--- config.mk ---
export PLATFORM = sky130hd
export DESIGN_NAME = gyro_accel_readout
export DESIGN_NICKNAME = d
export VERILOG_FILES = /design/src/hdl/gyro_accel_pkg.sv /design/src/hdl/gyro_lowpass.sv /design/src/hdl/gyro_accel_readout.sv
export VERILOG_INCLUDE_DIRS = /design/src /design/src/hdl
export SDC_FILE = /design/constraint.sdc
export NUM_CORES = 1
export LEC_CHECK = 0
export BUFFER_PORTS_ARGS = -buffer_cell sky130_fd_sc_hd__buf_2
export CAP_MARGIN = 20
export CELL_PAD_IN_SITES_DETAIL_PLACEMENT = 1
export CELL_PAD_IN_SITES_GLOBAL_PLACEMENT = 2
export CORE_MARGIN = 4
export CORE_UTILIZATION = 31
export DETAILED_ROUTE_END_ITERATION = 8
export PLACE_DENSITY_LB_ADDON = 0.25
export SLEW_MARGIN = 5
export SYNTH_ARGS = -nofsm -noshare
export SYNTH_HDL_FRONTEND = slang
export SYNTH_SLANG_ARGS = --single-unit
--- constraint.sdc ---
create_clock -name core_clk -period 8.9 [get_ports core_clk]
set_input_delay 0.445 -clock core_clk [delete_from_list [all_inputs] [get_ports core_clk]]
set_output_delay 0.445 -clock core_clk [all_outputs]
set_load 0.05 [all_outputs]
--- src/hdl/gyro_accel_consts.svh ---
`ifndef GYRO_ACCEL_CONSTS_SVH
`define GYRO_ACCEL_CONSTS_SVH

`define OD_IDX_FILT_EN     16'h2002
`define OD_IDX_CUTOFF      16'h2003
`define OD_IDX_ACCEL_DATA  16'h4000
`define OD_IDX_ACCEL_LAT   16'h4010
`define OD_IDX_ACCEL_TRUST 16'h4020
`define OD_IDX_ACCEL_TEMP  16'h4070
`define OD_IDX_RATE_DATA   16'h4100
`define OD_IDX_RATE_LAT    16'h4110
`define OD_IDX_RATE_TRUST  16'h4120
`define OD_IDX_GYRO_TEMP   16'h4150

`define SUB_COUNT          8'h00
`define SUB_LAST3          8'h03
`define SUB_LAST1          8'h01
`define COUNT3             32'h0000_0003
`define COUNT1             32'h0000_0001

`define FILT_EN_RESET      8'h01
`define FILT_EN_MAX        32'h0000_0001
`define CUTOFF_RESET       8'h05
`define CUTOFF_MIN         8'h01
`define CUTOFF_MAX         8'h23
`define CUTOFF_FAST        8'h1C
`define SHIFT_MIN          4'h1
`define SHIFT_MAX          4'h8
`define FRAC_ZERO          8'h00

`define TRUST_OK           8'h00
`define TRUST_SUSPECT      8'h01
`define TRUST_ERROR        8'h02
`define TEMP_LOW           16'hFFD8
`define TEMP_HIGH          16'h007D

`define STRAP_SETTLE       2'h2

`endif

--- src/hdl/gyro_accel_pkg.sv ---
`default_nettype none
package gyro_accel_pkg;

    typedef enum logic [1:0] {
        ABORT_NONE,
        ABORT_NO_ENTRY,
        ABORT_READ_ONLY,
        ABORT_RANGE
    } od_abort_t;

    typedef struct packed {
        logic [23:0] acc;
        logic [15:0] filt;
        logic        filt_valid;
    } lowpass_state_t;

    typedef struct packed {
        logic            strap_meta;
        logic            strap_sync;
        logic [1:0]      strap_cnt;
        logic            strap_done;
        logic            single_axis;
        logic [7:0]      filt_en;
        logic [7:0]      cutoff;
        logic [2:0][15:0] rate;
        logic [2:0][15:0] gtemp;
        logic [15:0]     rate_lat;
        logic [7:0]      rate_trust;
        logic [2:0][15:0] accel;
        logic [15:0]     atemp;
        logic [15:0]     accel_lat;
        logic [7:0]      accel_trust;
        logic            ack;
        logic            abort;
        od_abort_t       abort_code;
        logic [31:0]     rdata;
    } readout_state_t;

endpackage
`default_nettype wire

--- src/hdl/gyro_lowpass.sv ---
`timescale 1ns/1ps
`default_nettype none
`include "gyro_accel_consts.svh"
module gyro_lowpass
    import gyro_accel_pkg::*;
(
    input  wire logic        core_clk,
    input  wire logic        rst,
    input  wire logic        sample_valid,
    input  wire logic        enable,
    input  wire logic [3:0]  shift,
    input  wire logic [15:0] sample_in,
    output logic      [15:0] filt_out,
    output logic             filt_valid
);
    lowpass_state_t state_reg;
    lowpass_state_t state_next;

    always_comb begin
        logic [24:0] diff;
        logic [24:0] step;
        diff = 25'h0;
        step = 25'h0;
        state_next = state_reg;
        state_next.filt_valid = sample_valid;
        if (sample_valid) begin
            diff = {sample_in[15], sample_in, `FRAC_ZERO} - {state_reg.acc[23], state_reg.acc};
            step = 25'($signed(diff) >>> shift);
            if (enable) begin
                state_next.acc = state_reg.acc + step[23:0];
            end else begin
                // Bypass keeps the accumulator on the input so enabling causes no step
                state_next.acc = {sample_in, `FRAC_ZERO};
            end
            state_next.filt = state_next.acc[23:8];
        end
    end

    always_ff @(posedge core_clk or posedge rst) begin
        if (rst) begin
            state_reg <= '0;
        end else begin
            state_reg <= state_next;
        end
    end

    assign filt_out   = state_reg.filt;
    assign filt_valid = state_reg.filt_valid;
endmodule
`default_nettype wire

--- src/hdl/gyro_accel_readout.sv ---
`timescale 1ns/1ps
`default_nettype none
`include "gyro_accel_consts.svh"
module gyro_accel_readout
    import gyro_accel_pkg::*;
(
    input  wire logic        core_clk,
    input  wire logic        rst,
    input  wire logic        single_axis_strap,
    input  wire logic        gyro_sample_valid,
    input  wire logic [15:0] gyro_rate_in_x,
    input  wire logic [15:0] gyro_rate_in_y,
    input  wire logic [15:0] gyro_rate_in_z,
    input  wire logic [15:0] gyro_temp_in_x,
    input  wire logic [15:0] gyro_temp_in_y,
    input  wire logic [15:0] gyro_temp_in_z,
    input  wire logic        gyro_fault,
    input  wire logic [15:0] rate_latency_in,
    input  wire logic        accel_sample_valid,
    input  wire logic [15:0] accel_in_x,
    input  wire logic [15:0] accel_in_y,
    input  wire logic [15:0] accel_in_z,
    input  wire logic [15:0] accel_temp_in,
    input  wire logic        accel_fault,
    input  wire logic [15:0] accel_latency_in,
    input  wire logic        od_req,
    input  wire logic        od_write,
    input  wire logic [15:0] od_index,
    input  wire logic [7:0]  od_subindex,
    input  wire logic [31:0] od_wdata,
    output logic             od_ack,
    output logic             od_abort,
    output od_abort_t        od_abort_code,
    output logic      [31:0] od_rdata,
    output logic      [15:0] rate_x,
    output logic      [15:0] rate_y,
    output logic      [15:0] rate_z,
    output logic      [15:0] rate_latency,
    output logic      [7:0]  rate_trust,
    output logic      [15:0] gyro_temp_x,
    output logic      [15:0] gyro_temp_y,
    output logic      [15:0] gyro_temp_z,
    output logic      [15:0] accel_x,
    output logic      [15:0] accel_y,
    output logic      [15:0] accel_z,
    output logic      [15:0] accel_latency,
    output logic      [7:0]  accel_trust,
    output logic      [15:0] accel_temp
);
    localparam readout_state_t ST_RESET = '{
        filt_en:    `FILT_EN_RESET,
        cutoff:     `CUTOFF_RESET,
        abort_code: ABORT_NONE,
        default:    '0
    };

    readout_state_t   state_reg;
    readout_state_t   state_next;
    logic [2:0][15:0] rate_in;
    logic [2:0][15:0] filt_out;
    logic [2:0]       filt_valid;
    logic [3:0]       filt_shift;

    function automatic logic temp_bad(input logic [15:0] t);
        return ($signed(t) < $signed(`TEMP_LOW)) || ($signed(t) > $signed(`TEMP_HIGH));
    endfunction

    // Error outranks an out-of-range temperature
    function automatic logic [7:0] trust_of(
        input logic        fault,
        input logic [15:0] ta,
        input logic [15:0] tb,
        input logic [15:0] tc
    );
        if (fault) begin
            return `TRUST_ERROR;
        end
        if (temp_bad(ta) || temp_bad(tb) || temp_bad(tc)) begin
            return `TRUST_SUSPECT;
        end
        return `TRUST_OK;
    endfunction

    function automatic logic [31:0] sext(input logic [15:0] v);
        return {{16{v[15]}}, v};
    endfunction

    // Sub 0 gives the count, subs 1..3 the signed axis values
    function automatic logic [31:0] entry3(
        input logic [2:0][15:0] v,
        input logic [7:0]       sub
    );
        case (sub)
            `SUB_COUNT: return `COUNT3;
            8'h01:      return sext(v[0]);
            8'h02:      return sext(v[1]);
            8'h03:      return sext(v[2]);
            default:    return 32'h0000_0000;
        endcase
    endfunction

    // Higher cut-off means a smaller shift and a faster filter
    function automatic logic [3:0] cutoff_shift(input logic [7:0] c);
        if (c >= `CUTOFF_FAST) begin
            return `SHIFT_MIN;
        end
        return `SHIFT_MAX - {1'b0, c[4:2]};
    endfunction

    assign rate_in    = {gyro_rate_in_z, gyro_rate_in_y, gyro_rate_in_x};
    assign filt_shift = cutoff_shift(state_reg.cutoff);

    genvar ax;
    generate
        for (ax = 0; ax < 3; ax++) begin : g_axis
            gyro_lowpass u_lowpass (
                .core_clk     (core_clk),
                .rst          (rst),
                .sample_valid (gyro_sample_valid),
                .enable       (state_reg.filt_en[0]),
                .shift        (filt_shift),
                .sample_in    (rate_in[ax]),
                .filt_out     (filt_out[ax]),
                .filt_valid   (filt_valid[ax])
            );
        end
    endgenerate

    always_comb begin
        logic        hit;
        logic        ro;
        logic [31:0] rv;
        logic [15:0] tx;
        logic [15:0] ty;
        hit = 1'b1;
        ro  = 1'b1;
        rv  = 32'h0000_0000;
        tx  = gyro_temp_in_x;
        ty  = gyro_temp_in_y;
        state_next = state_reg;

        // Strap is a pin: synchronised, then caught once after it settles
        state_next.strap_meta = single_axis_strap;
        state_next.strap_sync = state_reg.strap_meta;
        if (state_reg.strap_cnt != `STRAP_SETTLE) begin
            state_next.strap_cnt = state_reg.strap_cnt + 2'h1;
        end else if (!state_reg.strap_done) begin
            state_next.single_axis = state_reg.strap_sync;
            state_next.strap_done  = 1'b1;
        end

        if (gyro_sample_valid) begin
            if (state_reg.single_axis) begin
                tx = gyro_temp_in_z;
                ty = gyro_temp_in_z;
            end
            state_next.gtemp    = {gyro_temp_in_z, ty, tx};
            state_next.rate_lat = rate_latency_in;
            state_next.rate_trust = trust_of(gyro_fault, tx, ty, gyro_temp_in_z);
        end
        if (filt_valid[0]) begin
            state_next.rate[0] = filt_out[0];
        end
        if (filt_valid[1]) begin
            state_next.rate[1] = state_reg.single_axis ? 16'h0000 : filt_out[1];
        end
        if (filt_valid[2]) begin
            state_next.rate[2] = state_reg.single_axis ? 16'h0000 : filt_out[2];
        end

        if (accel_sample_valid) begin
            state_next.accel     = {accel_in_z, accel_in_y, accel_in_x};
            state_next.atemp     = accel_temp_in;
            state_next.accel_lat = accel_latency_in;
            state_next.accel_trust = trust_of(accel_fault, accel_temp_in, accel_temp_in,
                                              accel_temp_in);
        end

        case (od_index)
            `OD_IDX_FILT_EN: begin
                ro  = 1'b0;
                hit = (od_subindex == `SUB_COUNT);
                rv  = {24'h00_0000, state_reg.filt_en};
            end
            `OD_IDX_CUTOFF: begin
                ro  = 1'b0;
                hit = (od_subindex == `SUB_COUNT);
                rv  = {24'h00_0000, state_reg.cutoff};
            end
            `OD_IDX_RATE_DATA: begin
                hit = (od_subindex <= `SUB_LAST3);
                rv  = entry3(state_reg.rate, od_subindex);
            end
            `OD_IDX_RATE_LAT: begin
                hit = (od_subindex == `SUB_COUNT);
                rv  = {16'h0000, state_reg.rate_lat};
            end
            `OD_IDX_RATE_TRUST: begin
                hit = (od_subindex == `SUB_COUNT);
                rv  = {24'h00_0000, state_reg.rate_trust};
            end
            `OD_IDX_ACCEL_TRUST: begin
                hit = (od_subindex == `SUB_COUNT);
                rv  = {24'h00_0000, state_reg.accel_trust};
            end
            `OD_IDX_GYRO_TEMP: begin
                hit = (od_subindex <= `SUB_LAST3);
                rv  = entry3(state_reg.gtemp, od_subindex);
            end
            `OD_IDX_ACCEL_DATA: begin
                hit = (od_subindex <= `SUB_LAST3);
                rv  = entry3(state_reg.accel, od_subindex);
            end
            `OD_IDX_ACCEL_LAT: begin
                hit = (od_subindex == `SUB_COUNT);
                rv  = {16'h0000, state_reg.accel_lat};
            end
            `OD_IDX_ACCEL_TEMP: begin
                hit = (od_subindex <= `SUB_LAST1);
                rv  = (od_subindex == `SUB_COUNT) ? `COUNT1 : sext(state_reg.atemp);
            end
            default: begin
                hit = 1'b0;
            end
        endcase

        state_next.ack        = od_req;
        state_next.abort      = 1'b0;
        state_next.abort_code = ABORT_NONE;
        if (od_req) begin
            state_next.rdata = 32'h0000_0000;
            if (!hit) begin
                state_next.abort      = 1'b1;
                state_next.abort_code = ABORT_NO_ENTRY;
            end else if (!od_write) begin
                state_next.rdata = rv;
            end else if (ro) begin
                state_next.abort      = 1'b1;
                state_next.abort_code = ABORT_READ_ONLY;
            end else if (od_index == `OD_IDX_FILT_EN) begin
                // enable write, 0 or 1 only
                if (od_wdata > `FILT_EN_MAX) begin
                    state_next.abort      = 1'b1;
                    state_next.abort_code = ABORT_RANGE;
                end else begin
                    state_next.filt_en = od_wdata[7:0];
                end
            end else if (od_wdata < {24'h00_0000, `CUTOFF_MIN} ||
                         od_wdata > {24'h00_0000, `CUTOFF_MAX}) begin
                state_next.abort      = 1'b1;
                state_next.abort_code = ABORT_RANGE;
            end else begin
                state_next.cutoff = od_wdata[7:0];
            end
        end
    end

    always_ff @(posedge core_clk or posedge rst) begin
        if (rst) begin
            state_reg <= ST_RESET;
        end else begin
            state_reg <= state_next;
        end
    end

    assign od_ack        = state_reg.ack;
    assign od_abort      = state_reg.abort;
    assign od_abort_code = state_reg.abort_code;
    assign od_rdata      = state_reg.rdata;
    assign rate_x        = state_reg.rate[0];
    assign rate_y        = state_reg.rate[1];
    assign rate_z        = state_reg.rate[2];
    assign rate_latency  = state_reg.rate_lat;
    assign rate_trust    = state_reg.rate_trust;
    assign gyro_temp_x   = state_reg.gtemp[0];
    assign gyro_temp_y   = state_reg.gtemp[1];
    assign gyro_temp_z   = state_reg.gtemp[2];
    assign accel_x       = state_reg.accel[0];
    assign accel_y       = state_reg.accel[1];
    assign accel_z       = state_reg.accel[2];
    assign accel_latency = state_reg.accel_lat;
    assign accel_trust   = state_reg.accel_trust;
    assign accel_temp    = state_reg.atemp;

    function automatic logic rdata_enable_is(input logic [31:0] w);
        return state_reg.filt_en == w[7:0];
    endfunction
endmodule
`default_nettype wire

# --- After elaboration in Yosys (flattened, before gate mapping) ---
# Cells that the tools add are included.
op_classes:
  bitwise_logic: 5
  n_reduce_logical: 14
  n_mux: 45
  shift: 3
  eq_ne: 14
  add_sub_neg: 8
  magnitude_cmp: 14
ops:
  columns: ["op", "count"]
  rows:
  - ["one-hot mux 32 bit (4 select lines)", 3]
  - ["one-hot mux 32 bit (10 select lines)", 1]
  - ["equality test 16 x 15 -> 1 bit, second input constant", 8]
  - ["two-way mux 16 bit", 6]
  - ["two-way mux 32 bit", 3]
  - [">>> shifter 25 x 4 -> 24 bit", 3]
  - ["subtractor 24 x 24 -> 25 bit", 3]
  - ["adder 24 bit", 3]
  - ["two-way mux 24 bit", 3]
  - ["greater-than comparator 16 x 8 -> 1 bit, second input constant", 4]
  - ["< comparator 16 x 7 -> 1 bit, second input constant", 4]
  - ["two-way mux 8 bit", 8]
  - ["two-way mux 35 bit", 1]
  - ["equality test 16 x 14 -> 1 bit, second input constant", 2]
  - ["greater-than comparator 32 x 1 -> 1 bit, second input constant", 1]
  - ["greater-than comparator 32 x 6 -> 1 bit, second input constant", 1]
  - ["< comparator 32 x 1 -> 1 bit, second input constant", 1]
  - ["two-way mux 3 bit", 6]
  - ["equality test 8 x 2 -> 1 bit, second input constant", 2]
  - ["AND reduction 6 bit", 2]
  - ["two-way mux 1 bit", 11]
  - ["equality test 8 x 1 -> 1 bit, second input constant", 1]
  - ["greater-or-equal comparator 8 x 5 -> 1 bit, second input constant", 1]
  - ["less-or-equal comparator 8 x 1 -> 1 bit, second input constant", 1]
  - ["13 further kinds", 24]
totals:
  input_bits: 257
  ff_bits: 387

# --- Logic depth before layout (Yosys ltp) ---
depth:
  depth_word: 11
  mapped_depth: 26
  mapped_depth_nobuf: 24

# --- Hierarchy ---
# A second synthesis with hierarchy kept.
hier_totals:
  cells_unflattened: 3171
  area_unflattened_um2: 27767.9
by_module_without_submodules:
  columns: ["mod", "area_per_inst_um2", "seq_area_each_um2", "instances", "cells_per_inst"]
  rows:
  - ["gyro_lowpass", 4723.3, 625.6, 3, 631]
  - ["gyro_accel_readout", 13598.0, 5984.5, 1, 1278]

# --- Worst setup path before layout ---
# OpenSTA, ideal clock, no wires.
synth_timing:
  path_type: "register to register"
  from: "reg g_axis[0].u_lowpass.state_reg[18] (netlist bit)"
  to: "reg g_axis[0].u_lowpass.state_reg[40] (netlist bit)"
  slack_ns: 3.364
  t_required_ns: 8.776
  arrival_time_ns: 5.412
  stages_incl_launch_ff: 24
  synth_period_minus_slack_ns: 5.536
  path_buffers: 0
  setup_time_ns: 0.124
  path_cell_list: "dfrtp_1 -> inv_1 -> ha_1 -> or4b_4 -> or3_4 -> a32oi_4 -> a31o_2 -> xor2_1 -> mux2_2 -> mux2i_1 -> nor2_1 -> a21oi_1 -> o21ai_0 -> ha_1 -> a21o_1 -> a21o_1 -> a2111oi_0 -> nor4_1 -> nor4b_1 -> nor2_1 -> a221o_1 -> xnor2_1 -> a31oi_1 -> a2bb2oi_1"
synth_via:
  elab_chain_cells: 4
synth_rtl:
  columns: ["item", "line_no", "source"]
  rows:
  - ["from (decl)", "gyro_lowpass.sv:16", "lowpass_state_t state_reg;"]
  - ["from (signal assigned)", "gyro_lowpass.sv:43", "state_reg <= state_next;"]
  - ["subtractor 24 x 24 -> 25 bit", "gyro_lowpass.sv:27", "diff = {sample_in[15], sample_in, `FRAC_ZERO} - {state_reg.acc[23], state_reg.acc};"]
  - [">>> shifter 25 x 4 -> 24 bit", "gyro_lowpass.sv:28", "step = 25'($signed(diff) >>> shift);"]
  - ["adder 24 bit (*)", "gyro_lowpass.sv:30", "state_next.acc = state_reg.acc + step[23:0];"]
  - ["two-way mux 24 bit (*)", "gyro_lowpass.sv:29", "if (enable) begin"]
# Every way passes the cells marked *; elsewhere a longest branch is shown, timed or not.
# A chain may end at the register's enable or synchronous reset.

# --- Worst setup path in the final report ---
layout_timing:
  from: "reg state_reg[247] (netlist bit)"
  to: "reg g_axis[2].u_lowpass.state_reg, in the netlist g_axis[2].u_lowpass.filt_out[14]"
layout_via:
  elab_chain_cells: 6
  elab_cells_between_ends: 7
  cone_classes: "2 x add/sub; 1 x order compare; 1 x shift; 3 x mux"
layout_rtl:
  columns: ["item", "line_no", "source"]
  rows:
  - ["from (decl)", "gyro_accel_readout.sv:57", "readout_state_t state_reg;"]
  - ["from (signal assigned)", "gyro_accel_readout.sv:262", "state_reg <= state_next;"]
  - ["greater-or-equal comparator 8 x 5 -> 1 bit (no source line)", null, null]
  - ["two-way mux 1 bit", "gyro_accel_readout.sv:104", "if (c >= `CUTOFF_FAST) begin"]
  - ["two-way mux 4 bit (*)", "gyro_accel_readout.sv:107", "return `SHIFT_MAX - {1'b0, c[4:2]};"]
  - [">>> shifter 25 x 4 -> 24 bit (*)", "gyro_lowpass.sv:28", null]
  - ["adder 24 bit (*)", "gyro_lowpass.sv:30", null]
  - ["two-way mux 24 bit (*)", "gyro_lowpass.sv:29", null]
  - ["to (signal assigned)", "gyro_lowpass.sv:43", null]
  - ["to (decl)", "gyro_lowpass.sv:16", null]
# Marks and branches as above.

==> flow_metrics.env <==
export IMPL_syn_inst=3059
export IMPL_placed_cells=4319
export IMPL_hp_class="in2async"
export IMPL_grt_pass1_vias=24800
export IMPL_synth_top_cells_by_area="dfrtp_1 (30%), mux2_2 (8.1%), buf_4 (6.9%)"
export IMPL_critPathRequiredTime_ns=9.35
export IMPL_syn_area_per_cell_sq_um=8.55
export IMPL_grt_max_degree=128
export IMPL_cts_clk_slew_worst_paths_ns=0.06
export IMPL_cts_buffer_depth=3
export IMPL_via_per_inst=5.47
export IMPL_place_area_sq_um=27900
export IMPL_die_area_sq_um=89100
export IMPL_ir_worst_vdd_uv=124
export IMPL_cts_setup_buffers=0
export IMPL_skew_ns=0.0285
export IMPL_swShare_pct=40.7
export IMPL_synth_edf_count=0
export IMPL_die_w_microns=299
export IMPL_rsz0062_at_grt="no"
export IMPL_power_share_clock_pct=32.2
export IMPL_start_util_pct=31.3
export IMPL_cts_tree="built"
export IMPL_ys_flop_type="dfrtp_1"
export IMPL_cp_start_kind="flip-flop"
export IMPL_timing_setup_tns_ns=0
export IMPL_detail_route_wl_per_cell_microns=25.6
export IMPL_maxCapViolCount=0
export IMPL_fin_crit_sh_pct=76.3
export IMPL_fmax_ghz=0.147
export IMPL_final_antenna_net_count=0
export IMPL_finalHoldViolCount=0
export IMPL_nets=3620
export IMPL_multiInputGateArea_sq_um=15500
export IMPL_cts_num_sinks=312
export IMPL_io_pins=501
export IMPL_power_density_nw_per_um2=195
export IMPL_area_growth_pct=12.6
export IMPL_path_buf_inv=0
export IMPL_seq_area_sq_um=7820
export IMPL_pre_cts_slack_ns=2.15
export IMPL_endpoint_kind="flip-flop"
export IMPL_switchingPower_uw=2330
export IMPL_arrival_ns=7.23
export IMPL_ys_warn_count=0
export IMPL_drt_pass1_iter_count=5
export IMPL_status="complete, no violations"
export IMPL_p_int_uw=3400
export IMPL_htreeDepth=2
export IMPL_layout_setup_ws_ns=2.11
export IMPL_tightest_slew_ns=1.11
export IMPL_cellLeakagePower_uw=0.0135
export IMPL_drtIter0Drc=1391
export IMPL_die_h_microns=299
export IMPL_n_fill_cell=9885
export IMPL_seqPwrFrac_pct=29.2
export IMPL_rows=106
export IMPL_cp_max_fo=38
export IMPL_syn_area_sq_um=26200
export IMPL_drive_gt1_share_pct=25.7
export IMPL_port_buffers=488
export IMPL_gr_usage_all_layers_pct=24.3
export IMPL_drc_errors=0
export IMPL_async_reset_ff_share_pct=100
export IMPL_synth_top_area_cell="dfrtp_1"
export IMPL_slew_headroom_pct=25.8
export IMPL_finalNonFillerCells=4400
export IMPL_synth_top_area_share_pct=29.5
export IMPL_grt_pass1_wl_microns=167000
export IMPL_worstPathCellList="ha_1 > a2111oi_2 > and2_2 > nor2_1 > o21ai_0 > o21ai_0 > a211oi_1 > o21ai_0 > o211a_1 > a21oi_1 > fa_1 > nand3_1 > a21boi_0 > o21ai_0 > a32oi_1 > a31oi_1 > a21oi_1 > a311oi_1 > and3_1 > or3_1"
export IMPL_finalInstanceArea_sq_um=29500
export IMPL_place_hpwl_microns=89100
export IMPL_synth_distinct_cells=104
export IMPL_clkLatencyLatePin_ns=0.59
export IMPL_cts_inserted_buffers=41
export IMPL_globalRouteOverflowTotal=0
export IMPL_drv_slew=0
export IMPL_setup_violations=0
export IMPL_power_frac_comb_pct=38.6
export IMPL_core_area_sq_um=83700
export IMPL_routabilityCongestion=0.873
export IMPL_path_class="reg2reg"
export IMPL_timing_final_crit_period_ns=6.79
export IMPL_cp_top_family="compound AO/OA/AOI/OAI gates"
export IMPL_crit_path_frequent_cell="o21ai_0"
export IMPL_max_stage_delay_ns=0.84
export IMPL_largest_register_ffs=40
export IMPL_clockRootBuffer="clkbuf_16"
export IMPL_ys_seq_elements=312
export IMPL_seq_area_frac_synth_pct=29.8
export IMPL_grt_antenna_before_repair=13
export IMPL_slowest_stage="and2_2"
export IMPL_wirelength_microns=113000
export IMPL_p_total_uw=5730
export IMPL_vias=24100
==> stage by stage <==
step | hold WS, ns | util [%]
2_1_floorplan | 0.331 | -
3_3_place_gp | 0.337 | 33.4
3_5_place_dp | 0.339 | 33.4
4_1_cts | 0.0456 | 35.2
5_1_grt | 0.0612 | 35.2
6_report | 0.0389 | 35.2
==> cell usage in the layout, fill, tap and decap left out, drive strengths merged, types with 10 or more instances in the layout <==
master / synthesis / final
buf: 271 / 520
dfrtp: 309 / 309
nor2: 249 / 249
nand2: 245 / 245
a21oi: 243 / 243
mux2: 191 / 191
o21ai: 159 / 159
inv: 135 / 135
ha: 129 / 129
mux2i: 117 / 117
a22oi: 67 / 67
xnor2: 66 / 66
o22ai: 58 / 58
nand3: 56 / 56
clkbuf: 133 / 54
a31oi: 46 / 46
nor3: 45 / 45
a211oi: 44 / 44
xor2: 41 / 41
a21o: 40 / 40
o211ai: 28 / 28
nor4: 27 / 27
and2: 26 / 26
nand2b: 23 / 23
nand4: 23 / 23
and3: 21 / 21
o21a: 19 / 19
or3: 17 / 17
nor2b: 16 / 16
a221oi: 16 / 16
o31ai: 13 / 13
conb: 1 / 12
a2111oi: 12 / 12
clkinv: 1 / 12
o2bb2ai: 11 / 11
or4: 11 / 11
a211o: 10 / 10
==> area by class of cell <==
cell class / count / share of cell area [%]
clock buffer: 54 / 3.82
clock inverter: 22 / 1.21
antenna: 2 / 0.0170
multi-input combinational: 2218 / 52.6
tap: 1134 / 4.82
inverter: 136 / 1.75
timing repair buffer: 522 / 9.31
sequential: 312 / 26.5
==> synth_stat cells (all sizes together), types with 27 or more instances <==
cell    instances
ha            129
mux2i         117
xnor2          66
a22oi          67
nor3           45
dfrtp         309
o21ai         159
nand2         245
a211oi         44
o211ai         28
clkbuf        133
o22ai          58
buf           271
xor2           41
nand3          56
nor4           27
a21oi         243
a21o           40
nor2          249
a31oi          46
mux2          191
inv           135
==> path summary, 6_finish.rpt <==
kind / slack [ns] / cells past startpoint / start / end
hold / removal: 0.04 / 3 / rst / gyro_temp_z[14]
max in group asynchronous: 7.45 / 4 / rst / gyro_temp_y[13]
setup / recovery: 2.11 / 20 / state_reg[247] / g_axis[2].u_lowpass.filt_out[14]
min in group core_clk: 0.09 / 2 / accel_latency_in[7] / accel_latency[7]
hold reg to reg: 0.35 / 0 / state_next[264] / state_reg[264]
setup reg to reg: 2.11 / 20 / state_reg[247] / g_axis[2].u_lowpass.filt_out[14]
==> repair_timing <==
item	CTS	global route
resized for setup	0	0
hold buffers	2	0
hold endpoints to repair	2	0
==> cell families (layout without fill, tap and decap cells) <==
| kind of cell | after synthesis | count (layout) | synth area share (%) |
|---|---|---|---|
| compound gates | 865 | 865 | 21.6 |
| xor+xnor | 107 | 107 | 3.61 |
| fa+ha+maj | 132 | 132 | 6.40 |
| buf+inv | 540 | 734 | 11.3 |
| flops | 312 | 312 | 29.8 |
| mux | 308 | 308 | 12.7 |
| other cells | 1 | 14 | 0.0143 |
| simple gates | 794 | 794 | 14.5 |
==> power groups by stage <==
stage	Combinational, uW	Clock [uW]	Sequential (uW)
final	2210	1850	1680
after global routing	2390	1960	1690
after CTS	2210	1910	1680
after detailed placement	2200	0	1700
after global placement	2160	0	1700
after floorplan	1710	0	1630
==> metal layers <==
layer / global-route usage [%] / vias to the layer above / part of all wire, %
li1: - / 11200 / -
met1: 29.9 / 12100 / 42
met2: 43.4 / 613 / 49
met3: 3.66 / 160 / 4.5
met4: 8.16 / 16 / 3.8
met5: 0 / - / 0.10
==> worst register-to-register path: cells and delay by family, from the launching register on <==
kind	cells	cell delay, ns
fa+ha+maj	2	0.50
simple gates	5	1.70
flops	1	0.41
compound gates	13	4.03
Note: power is estimated with default switching activity, not from simulation.
